$ cat src/verilog/ser_consts.vh
// ser_consts.vh: constants for the status event register block.
// assumes inclusion by bare name from every design file; definitions only.
// Function
// - read returns contents then clears register
// - query answers decimal value of register bits
// - overflow sets measurement bit 0
// - limit one low/high set bits 1, 2
// - limit two low/high set bits 3, 4
// - processed reading sets measurement bit 5
// - two buffered readings set measurement bit 7
// - half-full buffer sets measurement bit 8
// - full buffer sets measurement bit 9
// - invalid reference junction sets questionable bit 4
// - bad calibration constant sets questionable bit 8
// - bad calibration constant replaced by default
// - bad calibration held until calibration succeeds
// - ignored command parameter sets questionable bit 14
// - error indicator follows questionable events
// - measuring sets operation bit 4
// - device action stage sets operation bit 5
// - idle state sets operation bit 10
// - enable mask gates event onto summary
// - condition register tracks status, event latches
`ifndef SER_CONSTS_VH
`define SER_CONSTS_VH

`define SER_W            16
// register select codes
`define SER_SEL_MEAS     2'h0
`define SER_SEL_QUES     2'h1
`define SER_SEL_OPER     2'h2
// measurement bits
`define SER_M_OVF        0
`define SER_M_LO1        1
`define SER_M_HI1        2
`define SER_M_LO2        3
`define SER_M_HI2        4
`define SER_M_RDY        5
`define SER_M_PAIR       7
`define SER_M_HALF       8
`define SER_M_FULL       9
`define SER_MEAS_MASK    16'h03BF
// questionable bits
`define SER_Q_TEMP       4
`define SER_Q_CAL        8
`define SER_Q_WARN       14
`define SER_QUES_MASK    16'h4110
// operation bits
`define SER_O_MEAS       4
`define SER_O_TRIG       5
`define SER_O_IDLE       10
`define SER_OPER_MASK    16'h0430
// reset values
`define SER_EVT_RST      16'h0000
`define SER_ENA_RST      16'h0000
// decimal answer: five digits of four bits
`define SER_DEC_W        20

`endif

$ cat src/verilog/ser_status_top.v
// ser_status_top.v: measurement, questionable and operation event registers.
// assumes event inputs on core_clk; host reads by select and strobe, the
// answer is a 16-bit binary value plus its decimal digits for the talker.
`timescale 1ns/1ps
`include "ser_consts.vh"
module ser_status_top (
   // clock and reset
   input  wire        core_clk,
   input  wire        rst_b,
   // measurement status
   input  wire        reading_overflow,
   input  wire        lower_bound_one_flag,
   input  wire        upper_bound_one_flag,
   input  wire        lower_bound_two_flag,
   input  wire        upper_bound_two_flag,
   input  wire        reading_ready,
   input  wire        buffer_has_pair,
   input  wire        buffer_half,
   input  wire        buffer_complete,
   // questionable status
   input  wire        ref_junction_bad,
   input  wire        cal_const_bad,
   input  wire        cal_done_ok,
   input  wire        cmd_param_ignored,
   // operation status
   input  wire        meas_busy,
   input  wire        trig_action,
   input  wire        dev_idle,
   // host access
   input  wire [1:0]  host_sel,
   input  wire        host_evt_rd,
   input  wire        host_cond_rd,
   input  wire        host_ena_wr,
   input  wire [15:0] host_ena_data,
   input  wire        host_preset,
   // host answer
   output reg  [15:0] host_rdata,
   output reg  [19:0] host_rdata_dec,
   output reg         host_rvalid,
   // status outputs
   output reg         cal_use_default,
   output reg         err_indicator,
   output reg         meas_summary,
   output reg         ques_summary,
   output reg         oper_summary
);
   reg         rst_s1_q;
   reg         rst_sync_b;
   reg         cal_bad_q;
   wire [15:0] meas_cond;
   wire [15:0] ques_cond;
   wire [15:0] oper_cond;
   wire [15:0] m_cond;
   wire [15:0] m_evt;
   wire [15:0] m_ena;
   wire [15:0] q_cond;
   wire [15:0] q_evt;
   wire [15:0] q_ena;
   wire [15:0] o_cond;
   wire [15:0] o_evt;
   wire [15:0] o_ena;
   wire        m_sum;
   wire        q_sum;
   wire        o_sum;
   reg  [15:0] sel_val;
   reg  [19:0] dec_val;
   reg  [15:0] bin_tmp;
   integer     i;

   // reset release through two flops
   always @(posedge core_clk or negedge rst_b) begin
      if (!rst_b) begin
         rst_s1_q   <= 1'b0;
         rst_sync_b <= 1'b0;
      end else begin
         rst_s1_q   <= 1'b1;
         rst_sync_b <= rst_s1_q;
      end
   end

   // calibration fault held until a good calibration
   always @(posedge core_clk or negedge rst_sync_b) begin
      if (!rst_sync_b)
         cal_bad_q <= 1'b0;
      else if (cal_const_bad)
         cal_bad_q <= 1'b1;
      else if (cal_done_ok)
         cal_bad_q <= 1'b0;
   end

   assign meas_cond = {6'h00,
                       buffer_complete,
                       buffer_half,
                       buffer_has_pair,
                       1'b0,
                       reading_ready,
                       upper_bound_two_flag,
                       lower_bound_two_flag,
                       upper_bound_one_flag,
                       lower_bound_one_flag,
                       reading_overflow};

   assign ques_cond = {1'b0,
                       cmd_param_ignored,
                       5'h00,
                       cal_bad_q,
                       3'h0,
                       ref_junction_bad,
                       4'h0};

   assign oper_cond = {5'h00,
                       dev_idle,
                       4'h0,
                       trig_action,
                       meas_busy,
                       4'h0};

   ser_evt_reg #(.USED_MASK(`SER_MEAS_MASK)) u_meas (
      .core_clk   (core_clk),
      .rst_sync_b (rst_sync_b),
      .cond_in    (meas_cond),
      .rd_clr     (host_evt_rd && host_sel == `SER_SEL_MEAS),
      .ena_wr     (host_ena_wr && host_sel == `SER_SEL_MEAS),
      .ena_clr    (host_preset),
      .ena_data   (host_ena_data),
      .cond_q     (m_cond),
      .event_q    (m_evt),
      .ena_q      (m_ena),
      .summary_q  (m_sum)
   );

   ser_evt_reg #(.USED_MASK(`SER_QUES_MASK)) u_ques (
      .core_clk   (core_clk),
      .rst_sync_b (rst_sync_b),
      .cond_in    (ques_cond),
      .rd_clr     (host_evt_rd && host_sel == `SER_SEL_QUES),
      .ena_wr     (host_ena_wr && host_sel == `SER_SEL_QUES),
      .ena_clr    (host_preset),
      .ena_data   (host_ena_data),
      .cond_q     (q_cond),
      .event_q    (q_evt),
      .ena_q      (q_ena),
      .summary_q  (q_sum)
   );

   ser_evt_reg #(.USED_MASK(`SER_OPER_MASK)) u_oper (
      .core_clk   (core_clk),
      .rst_sync_b (rst_sync_b),
      .cond_in    (oper_cond),
      .rd_clr     (host_evt_rd && host_sel == `SER_SEL_OPER),
      .ena_wr     (host_ena_wr && host_sel == `SER_SEL_OPER),
      .ena_clr    (host_preset),
      .ena_data   (host_ena_data),
      .cond_q     (o_cond),
      .event_q    (o_evt),
      .ena_q      (o_ena),
      .summary_q  (o_sum)
   );

   // read mux: event value is sampled before its clear lands
   always @* begin
      sel_val = 16'h0000;
      case (host_sel)
         `SER_SEL_MEAS: sel_val = host_cond_rd ? m_cond : m_evt;
         `SER_SEL_QUES: sel_val = host_cond_rd ? q_cond : q_evt;
         `SER_SEL_OPER: sel_val = host_cond_rd ? o_cond : o_evt;
         default:       sel_val = 16'h0000;
      endcase
   end

   // double-dabble to five decimal digits
   always @* begin
      dec_val = 20'h00000;
      bin_tmp = sel_val;
      for (i = 0; i < 16; i = i + 1) begin
         if (dec_val[3:0]   > 4'h4) dec_val[3:0]   = dec_val[3:0]   + 4'h3;
         if (dec_val[7:4]   > 4'h4) dec_val[7:4]   = dec_val[7:4]   + 4'h3;
         if (dec_val[11:8]  > 4'h4) dec_val[11:8]  = dec_val[11:8]  + 4'h3;
         if (dec_val[15:12] > 4'h4) dec_val[15:12] = dec_val[15:12] + 4'h3;
         if (dec_val[19:16] > 4'h4) dec_val[19:16] = dec_val[19:16] + 4'h3;
         dec_val = {dec_val[18:0], bin_tmp[15]};
         bin_tmp = {bin_tmp[14:0], 1'b0};
      end
   end

   always @(posedge core_clk or negedge rst_sync_b) begin
      if (!rst_sync_b) begin
         host_rdata      <= 16'h0000;
         host_rdata_dec  <= 20'h00000;
         host_rvalid     <= 1'b0;
         cal_use_default <= 1'b0;
         err_indicator   <= 1'b0;
         meas_summary    <= 1'b0;
         ques_summary    <= 1'b0;
         oper_summary    <= 1'b0;
      end else begin
         host_rvalid <= host_evt_rd | host_cond_rd;
         if (host_evt_rd | host_cond_rd) begin
            host_rdata     <= sel_val;
            host_rdata_dec <= dec_val;
         end
         cal_use_default <= cal_bad_q;
         err_indicator   <= |q_evt;
         meas_summary    <= m_sum;
         ques_summary    <= q_sum;
         oper_summary    <= o_sum;
      end
   end
endmodule // ser_status_top

$ cat src/verilog/ser_evt_reg.v
// ser_evt_reg.v: one latched event register with condition, mask and summary.
// assumes single clock domain and a synchronised active-low reset.
`timescale 1ns/1ps
`include "ser_consts.vh"
module ser_evt_reg #(
   parameter [15:0] USED_MASK = 16'hFFFF
) (
   // clock and reset
   input  wire        core_clk,
   input  wire        rst_sync_b,
   // live condition bits
   input  wire [15:0] cond_in,
   // host access
   input  wire        rd_clr,
   input  wire        ena_wr,
   input  wire        ena_clr,
   input  wire [15:0] ena_data,
   // state out
   output reg  [15:0] cond_q,
   output reg  [15:0] event_q,
   output reg  [15:0] ena_q,
   output reg         summary_q
);
   reg  [15:0] cond_prev_q;
   wire [15:0] rise_set;
   wire [15:0] event_d;

   // event latches rising edges of the condition
   assign rise_set = cond_in & ~cond_prev_q & USED_MASK;
   // new set survives a clearing read
   assign event_d  = ((rd_clr ? 16'h0000 : event_q) | rise_set) & USED_MASK;

   always @(posedge core_clk or negedge rst_sync_b) begin
      if (!rst_sync_b) begin
         cond_prev_q <= 16'h0000;
         cond_q      <= 16'h0000;
         event_q     <= `SER_EVT_RST;
         ena_q       <= `SER_ENA_RST;
         summary_q   <= 1'b0;
      end else begin
         cond_prev_q <= cond_in & USED_MASK;
         cond_q      <= cond_in & USED_MASK;
         event_q     <= event_d;
         if (ena_clr)
            ena_q <= 16'h0000;
         else if (ena_wr)
            ena_q <= ena_data & USED_MASK;
         summary_q   <= |(event_d & ena_q);
      end
   end
endmodule // ser_evt_reg

$ cat config.mk
export PLATFORM = sky130hd
export DESIGN_NAME = ser_status_top
export DESIGN_NICKNAME = d
export VERILOG_FILES = /design/src/verilog/ser_status_top.v /design/src/verilog/ser_evt_reg.v
export VERILOG_INCLUDE_DIRS = /design/src /design/src/verilog
export SDC_FILE = /design/constraint.sdc
export NUM_CORES = 1
export LEC_CHECK = 0
export BUFFER_PORTS_ARGS = -buffer_cell sky130_fd_sc_hd__buf_4
export CORE_MARGIN = 2
export CORE_UTILIZATION = 59
export CTS_BUF_LIST = sky130_fd_sc_hd__clkbuf_8
export DETAILED_ROUTE_END_ITERATION = 8
export GPL_ROUTABILITY_DRIVEN = 1
export HOLD_SLACK_MARGIN = 0.08
export PLACE_DENSITY = 0.8
export SLEW_MARGIN = 20
export SYNTH_ARGS = -nofsm -noshare
export SYNTH_HDL_FRONTEND = slang
export SYNTH_SLANG_ARGS = --single-unit
$ cat constraint.sdc
create_clock -name core_clk -period 4.39 [get_ports core_clk]
set_input_delay 0.6585 -clock core_clk [delete_from_list [all_inputs] [get_ports core_clk]]
set_output_delay 0.6585 -clock core_clk [all_outputs]
set_load 0.005 [all_outputs]
==> impl_metrics.json, run 1 <==
{
  "status": "stopped before the end",
  "stop_stage": "global routing (5_1_grt)",
  "error_line": "[ERROR GRT-0232] Routing congestion too high. Check the congestion heatmap in the GUI.",
  "synth_edf_count": 0,
  "rows": 36,
  "yosys_warnings": 0,
  "die_w_microns": 105,
  "portBuffers": 69,
  "yosys-top-cells-area": "dfrtp_1 35%, nand2_1 6.4%, ha_1 4.8%, o21ai_0 4.2%, a21oi_1 3.9%",
  "grt_max_degree": 83,
  "postGrtWorstEndpoint": "host_rdata_dec[2]$_DFFE_PN0P_/D",
  "synth_cell_types": 93,
  "ys_seq_area_share_pct": 34.9,
  "hpwl_microns": 14300,
  "synth_largest_area_cell": "dfrtp_1",
  "syn_area_per_cell_sq_um": 8.57,
  "die_y_microns": 105,
  "syn-cell-area_sq_mm": 0.00602,
  "globalRoute.totalOverflow": 1029,
  "io-pin-count": 82,
  "gp_congestion": 0.969,
  "grt.total_usage_pct": 99.3,
  "synth-seq-cells": 84,
  "ys.flop_type": "dfrtp_1",
  "clockBufferDepth": 2,
  "cts-root-buf": "clkbuf_8",
  "cts-buffers-inserted": 9,
  "clock_sinks": 84,
  "syn_inst": 703,
  "async_reset_ff_share_pct": 100,
  "synth_top_cell_area_share_pct": 34.9,
  "start_util_pct": 61.1,
  "cts-htree-levels": 3,
  "worstEndpointType": "register input"
}
==> stage by stage <==
| step | instance area [sq um] | worst slack, ns | cells | setup TNS, ns | hold slack (ns) |
|---|---|---|---|---|---|
| after floorplan | 6500 | -4.50 | 709 | -69.47 | 0.331 |
| after global placement | 8340 | -4.08 | 1062 | -63.03 | 0.337 |
| after CTS | 9120 | -3.62 | 1113 | -56.91 | 0.355 |
| after detailed placement | 8340 | -4.38 | 1062 | -69.03 | 0.335 |
==> Yosys cell counts (all sizes together) (10+ instances only) <==
library cell and count:
a21oi 48, a31oi 13, and2 12, buf 20, clkbuf 13, dfrtp 84
ha 23, inv 42, mux2 14, mux2i 13, nand2 103, nand3 20
nor2 45, nor3 14, o211ai 10, o21ai 56, or2 10, or3 11
==> cell families after synthesis <==
| kind of cell | share of synthesized area, % |
|---|---|
| buffers and inverters | 5.69 |
| flip-flops | 34.9 |
| adder cells (fa/ha/maj) | 5.13 |
| AND/OR/NAND/NOR | 21.7 |
| AO/OA/AOI/OAI | 24.9 |
| multiplexers | 5.73 |
| XOR/XNOR | 1.89 |
| other | 0.125 |
==> metal layers <==
| metal | global-route usage [%] | GRT overflow |
|---|---|---|
| met3 | 73.5 | 2 |
| met2 | 131 | 750 |
| met1 | 88.0 | 6 |
| met4 | 117 | 271 |
| met5 | 14.3 | 0 |
==> what timing repair did <==
item	in CTS
hold buffers	1
buffers inserted	35
gates resized for setup	64
pin swaps	69
endpoints found under the setup margin	17
endpoints found under the hold margin	2
==> run 2: changes to the inputs <==
Settings changed: CORE_UTILIZATION 59 to 40, CTS_BUF_LIST sky130_fd_sc_hd__clkbuf_8 to default, HOLD_SLACK_MARGIN 0.08 to default, PLACE_DENSITY 0.8 to default, PLACE_DENSITY_LB_ADDON from default to 0.15.
==> run 2 against run 1 <==
Against the previous run:
- synthesized cell count unchanged
- the flow now finishes, with violations (negative setup slack)
- area after synthesis unchanged
==> impl_metrics.json, run 2 <==
{
  "status": "finished, violations left",
  "violations": "negative setup slack",
  "drc": 0,
  "grt_pass1_vias": 6968,
  "grt_setup_unrepaired": "true",
  "fill_cells": 1105,
  "slew_viol_final": 0,
  "mostFrequentLayoutCell": "buf_4",
  "period_share_pct": 189,
  "grt.total_usage_pct": 24.8,
  "crit_fanout": 6,
  "yosys_warnings": 0,
  "placed_cells": 1117,
  "yosys-top-cells-area": "dfrtp_1 35%, nand2_1 6.4%, ha_1 4.8%, o21ai_0 4.2%, a21oi_1 3.9%",
  "vdd_drop_max_mv": 0.791,
  "end_kind": "register",
  "die_area_sq_mm": 0.0161,
  "drive_gt1_share_pct": 51.9,
  "hpwl_microns": 13900,
  "die_y_microns": 127,
  "io-pin-count": 82,
  "vias": 6708,
  "p_sw_mw": 3.98,
  "setup_slack_ns": -3.90,
  "synth_most_common_cell": "nand2_1",
  "first_iter_violations": 261,
  "pwr-share-seq_pct": 10.2,
  "final_cell_mix": "326 x buf_4, 96 x nand2_1, 83 x dfrtp_1",
  "reg_top3": "host_rdata_dec: 18 flops, host_rdata: 10 flops",
  "swShare_pct": 41.7,
  "critical_path_class": "in2reg",
  "fin_util_pct": 68.4,
  "fin_area_sq_mm": 0.0100,
  "drv_cap": 0,
  "syn_inst": 703,
  "synth_largest_area_cell": "dfrtp_1",
  "core-area_sq_mm": 0.0146,
  "fin_crit_ns": 8.29,
  "setup_viol": 17,
  "antenna_found_initial": 0,
  "gp_congestion": 0.942,
  "worst_setup_path_start_kind": "input port",
  "holdCritPathClass": "in2async",
  "top_register": "host_rdata_dec",
  "synth_cell_types": 93,
  "cts-buffers-inserted": 9,
  "clk_transition_reported_paths_ns": 0.07,
  "placed_area_sq_mm": 0.00843,
  "fin_cells": 1218,
  "area_growth_pct": 66.3,
  "multi_input_area_sq_mm": 0.00456,
  "start_util_pct": 41.1,
  "clockBufferDepth": 2,
  "die_w_microns": 127,
  "drt-pass1-iter-count": 5,
  "p_per_area_mw_per_mm2": 951,
  "grt_max_degree": 83,
  "arrival_ns": 8.55,
  "ant_nets": 0,
  "p_total_mw": 9.53,
  "insertion_delay_ns": 0.35,
  "grt_pass1_wl_microns": 32400,
  "setup_tns_ns": -61.01,
  "syn-cell-area_sq_mm": 0.00602,
  "crit_top_cell": "ha_4",
  "post_drt_wl_per_cell_microns": 16.8,
  "antennaDiodeCount": 0,
  "hold_viol": 0,
  "synth-seq-cells": 84,
  "globalRoute.totalOverflow": 0,
  "dpl_worst_slack_ns": -4.48,
  "portBuffers": 69,
  "worst_slew_pin_slew_ns": 0.851,
  "cpMaxStageDelayCell": "or4_4",
  "synth_edf_count": 0,
  "tritoncts": "yes",
  "ys.flop_type": "dfrtp_1",
  "intPower_mw": 5.56,
  "crit_required_ns": 4.65,
  "worst_path_largest_cell_delay_ns": 0.53,
  "pwr-share-comb_pct": 81.4,
  "largest_register_ffs": 18,
  "nets": 1092,
  "fin_worst_skew_ns": 0.0101,
  "hold_ws_ns": 0.0816,
  "clockPowerShare_pct": 8.5,
  "ys_seq_area_share_pct": 34.9,
  "cts-root-buf": "clkbuf_16",
  "syn_area_per_cell_sq_um": 8.57,
  "relSlewSlack_pct": 43.2,
  "max_freq_mhz": 121,
  "clock_sinks": 84,
  "rows": 44,
  "wirelength_microns": 20500,
  "async_reset_ff_share_pct": 100,
  "synthTopCellsByCount": "102 x nand2_1, 84 x dfrtp_1, 50 x o21ai_0",
  "regArea_sq_mm": 0.00211,
  "leakagePower_nw": 4.59,
  "cts-htree-levels": 3,
  "synth_top_cell_area_share_pct": 34.9,
  "avgViaCountPerCell": 5.51
}
## run 2: cell counts after synthesis
Identical to the previous run, type by type.
## run 2: final cells by class
cell class / instances / share of cell area [%]
repair buffers: 342 / 26.3
multi-input cells: 550 / 45.5
clock buffers: 9 / 2.25
well taps: 184 / 2.30
flip-flops and latches: 84 / 21.0
inverters: 42 / 1.75
clock inverters: 7 / 0.849
## run 2: worst max-delay path: cells and delay by family
family	cells	cell delay, ns
buf+inv	10	0.91
mux	3	0.77
compound gates	12	1.98
fa+ha+maj	8	1.46
xor+xnor	2	0.35
simple gates	14	2.39
## run 2: path summary, 6_finish.rpt
check                                       start                 to  slack [ns]  depth (start not counted)
max in group asynchronous              rst_sync_b  u_ques.event_q[8]        3.45                          1
hold / removal                              rst_b         rst_sync_b        0.08                          1
hold reg to reg                        rst_sync_b      host_rdata[1]        0.32                          0
setup reg to reg           u_ques.cond_prev_q[14]  host_rdata_dec[4]       -3.78                         48
setup / recovery                     host_cond_rd  host_rdata_dec[4]       -3.90                         49
min in group core_clk                    rst_s1_q         rst_sync_b        0.35                          0
## run 2: cell families after synthesis
group,count (synthesis),share of synthesized area [%]
buffers and inverters,75,5.69
flip-flops,84,34.9
AO/OA/AOI/OAI,214,24.9
XOR/XNOR,13,1.89
AND/OR/NAND/NOR,262,21.7
other,2,0.125
adder cells (fa/ha/maj),25,5.13
multiplexers,28,5.73
## run 2: power by group through the flow
stage / Clock (mW) / Combinational, mW / Sequential [mW]
2_1_floorplan: 0 / 3.40 / 0.982
5_1_grt: 0.852 / 8.23 / 0.983
3_3_place_gp: 0 / 5.10 / 0.987
3_5_place_dp: 0 / 5.33 / 0.992
4_1_cts: 0.822 / 6.62 / 0.977
6_report: 0.808 / 7.76 / 0.969
## run 2: metal layers
metal / routed length [microns] / up-vias / GRT usage [%]
met1: 7860 / 3244 / 26.8
met2: 11200 / 195 / 48.1
met5: 0 / - / 0
met4: 651 / 0 / 9.89
met3: 744 / 61 / 3.84
li1: - / 3208 / -
## run 2: repair_timing
item                                    in CTS  in global routing
setup buffers                               68                 19
endpoints found under the hold margin        0                  0
resized for setup                           79                 47
hold buffers                                 0                  0
endpoints found under the setup margin      17                 17
pin swaps                                   64                 36
No activity file was read; power rests on OpenSTA's default activity.
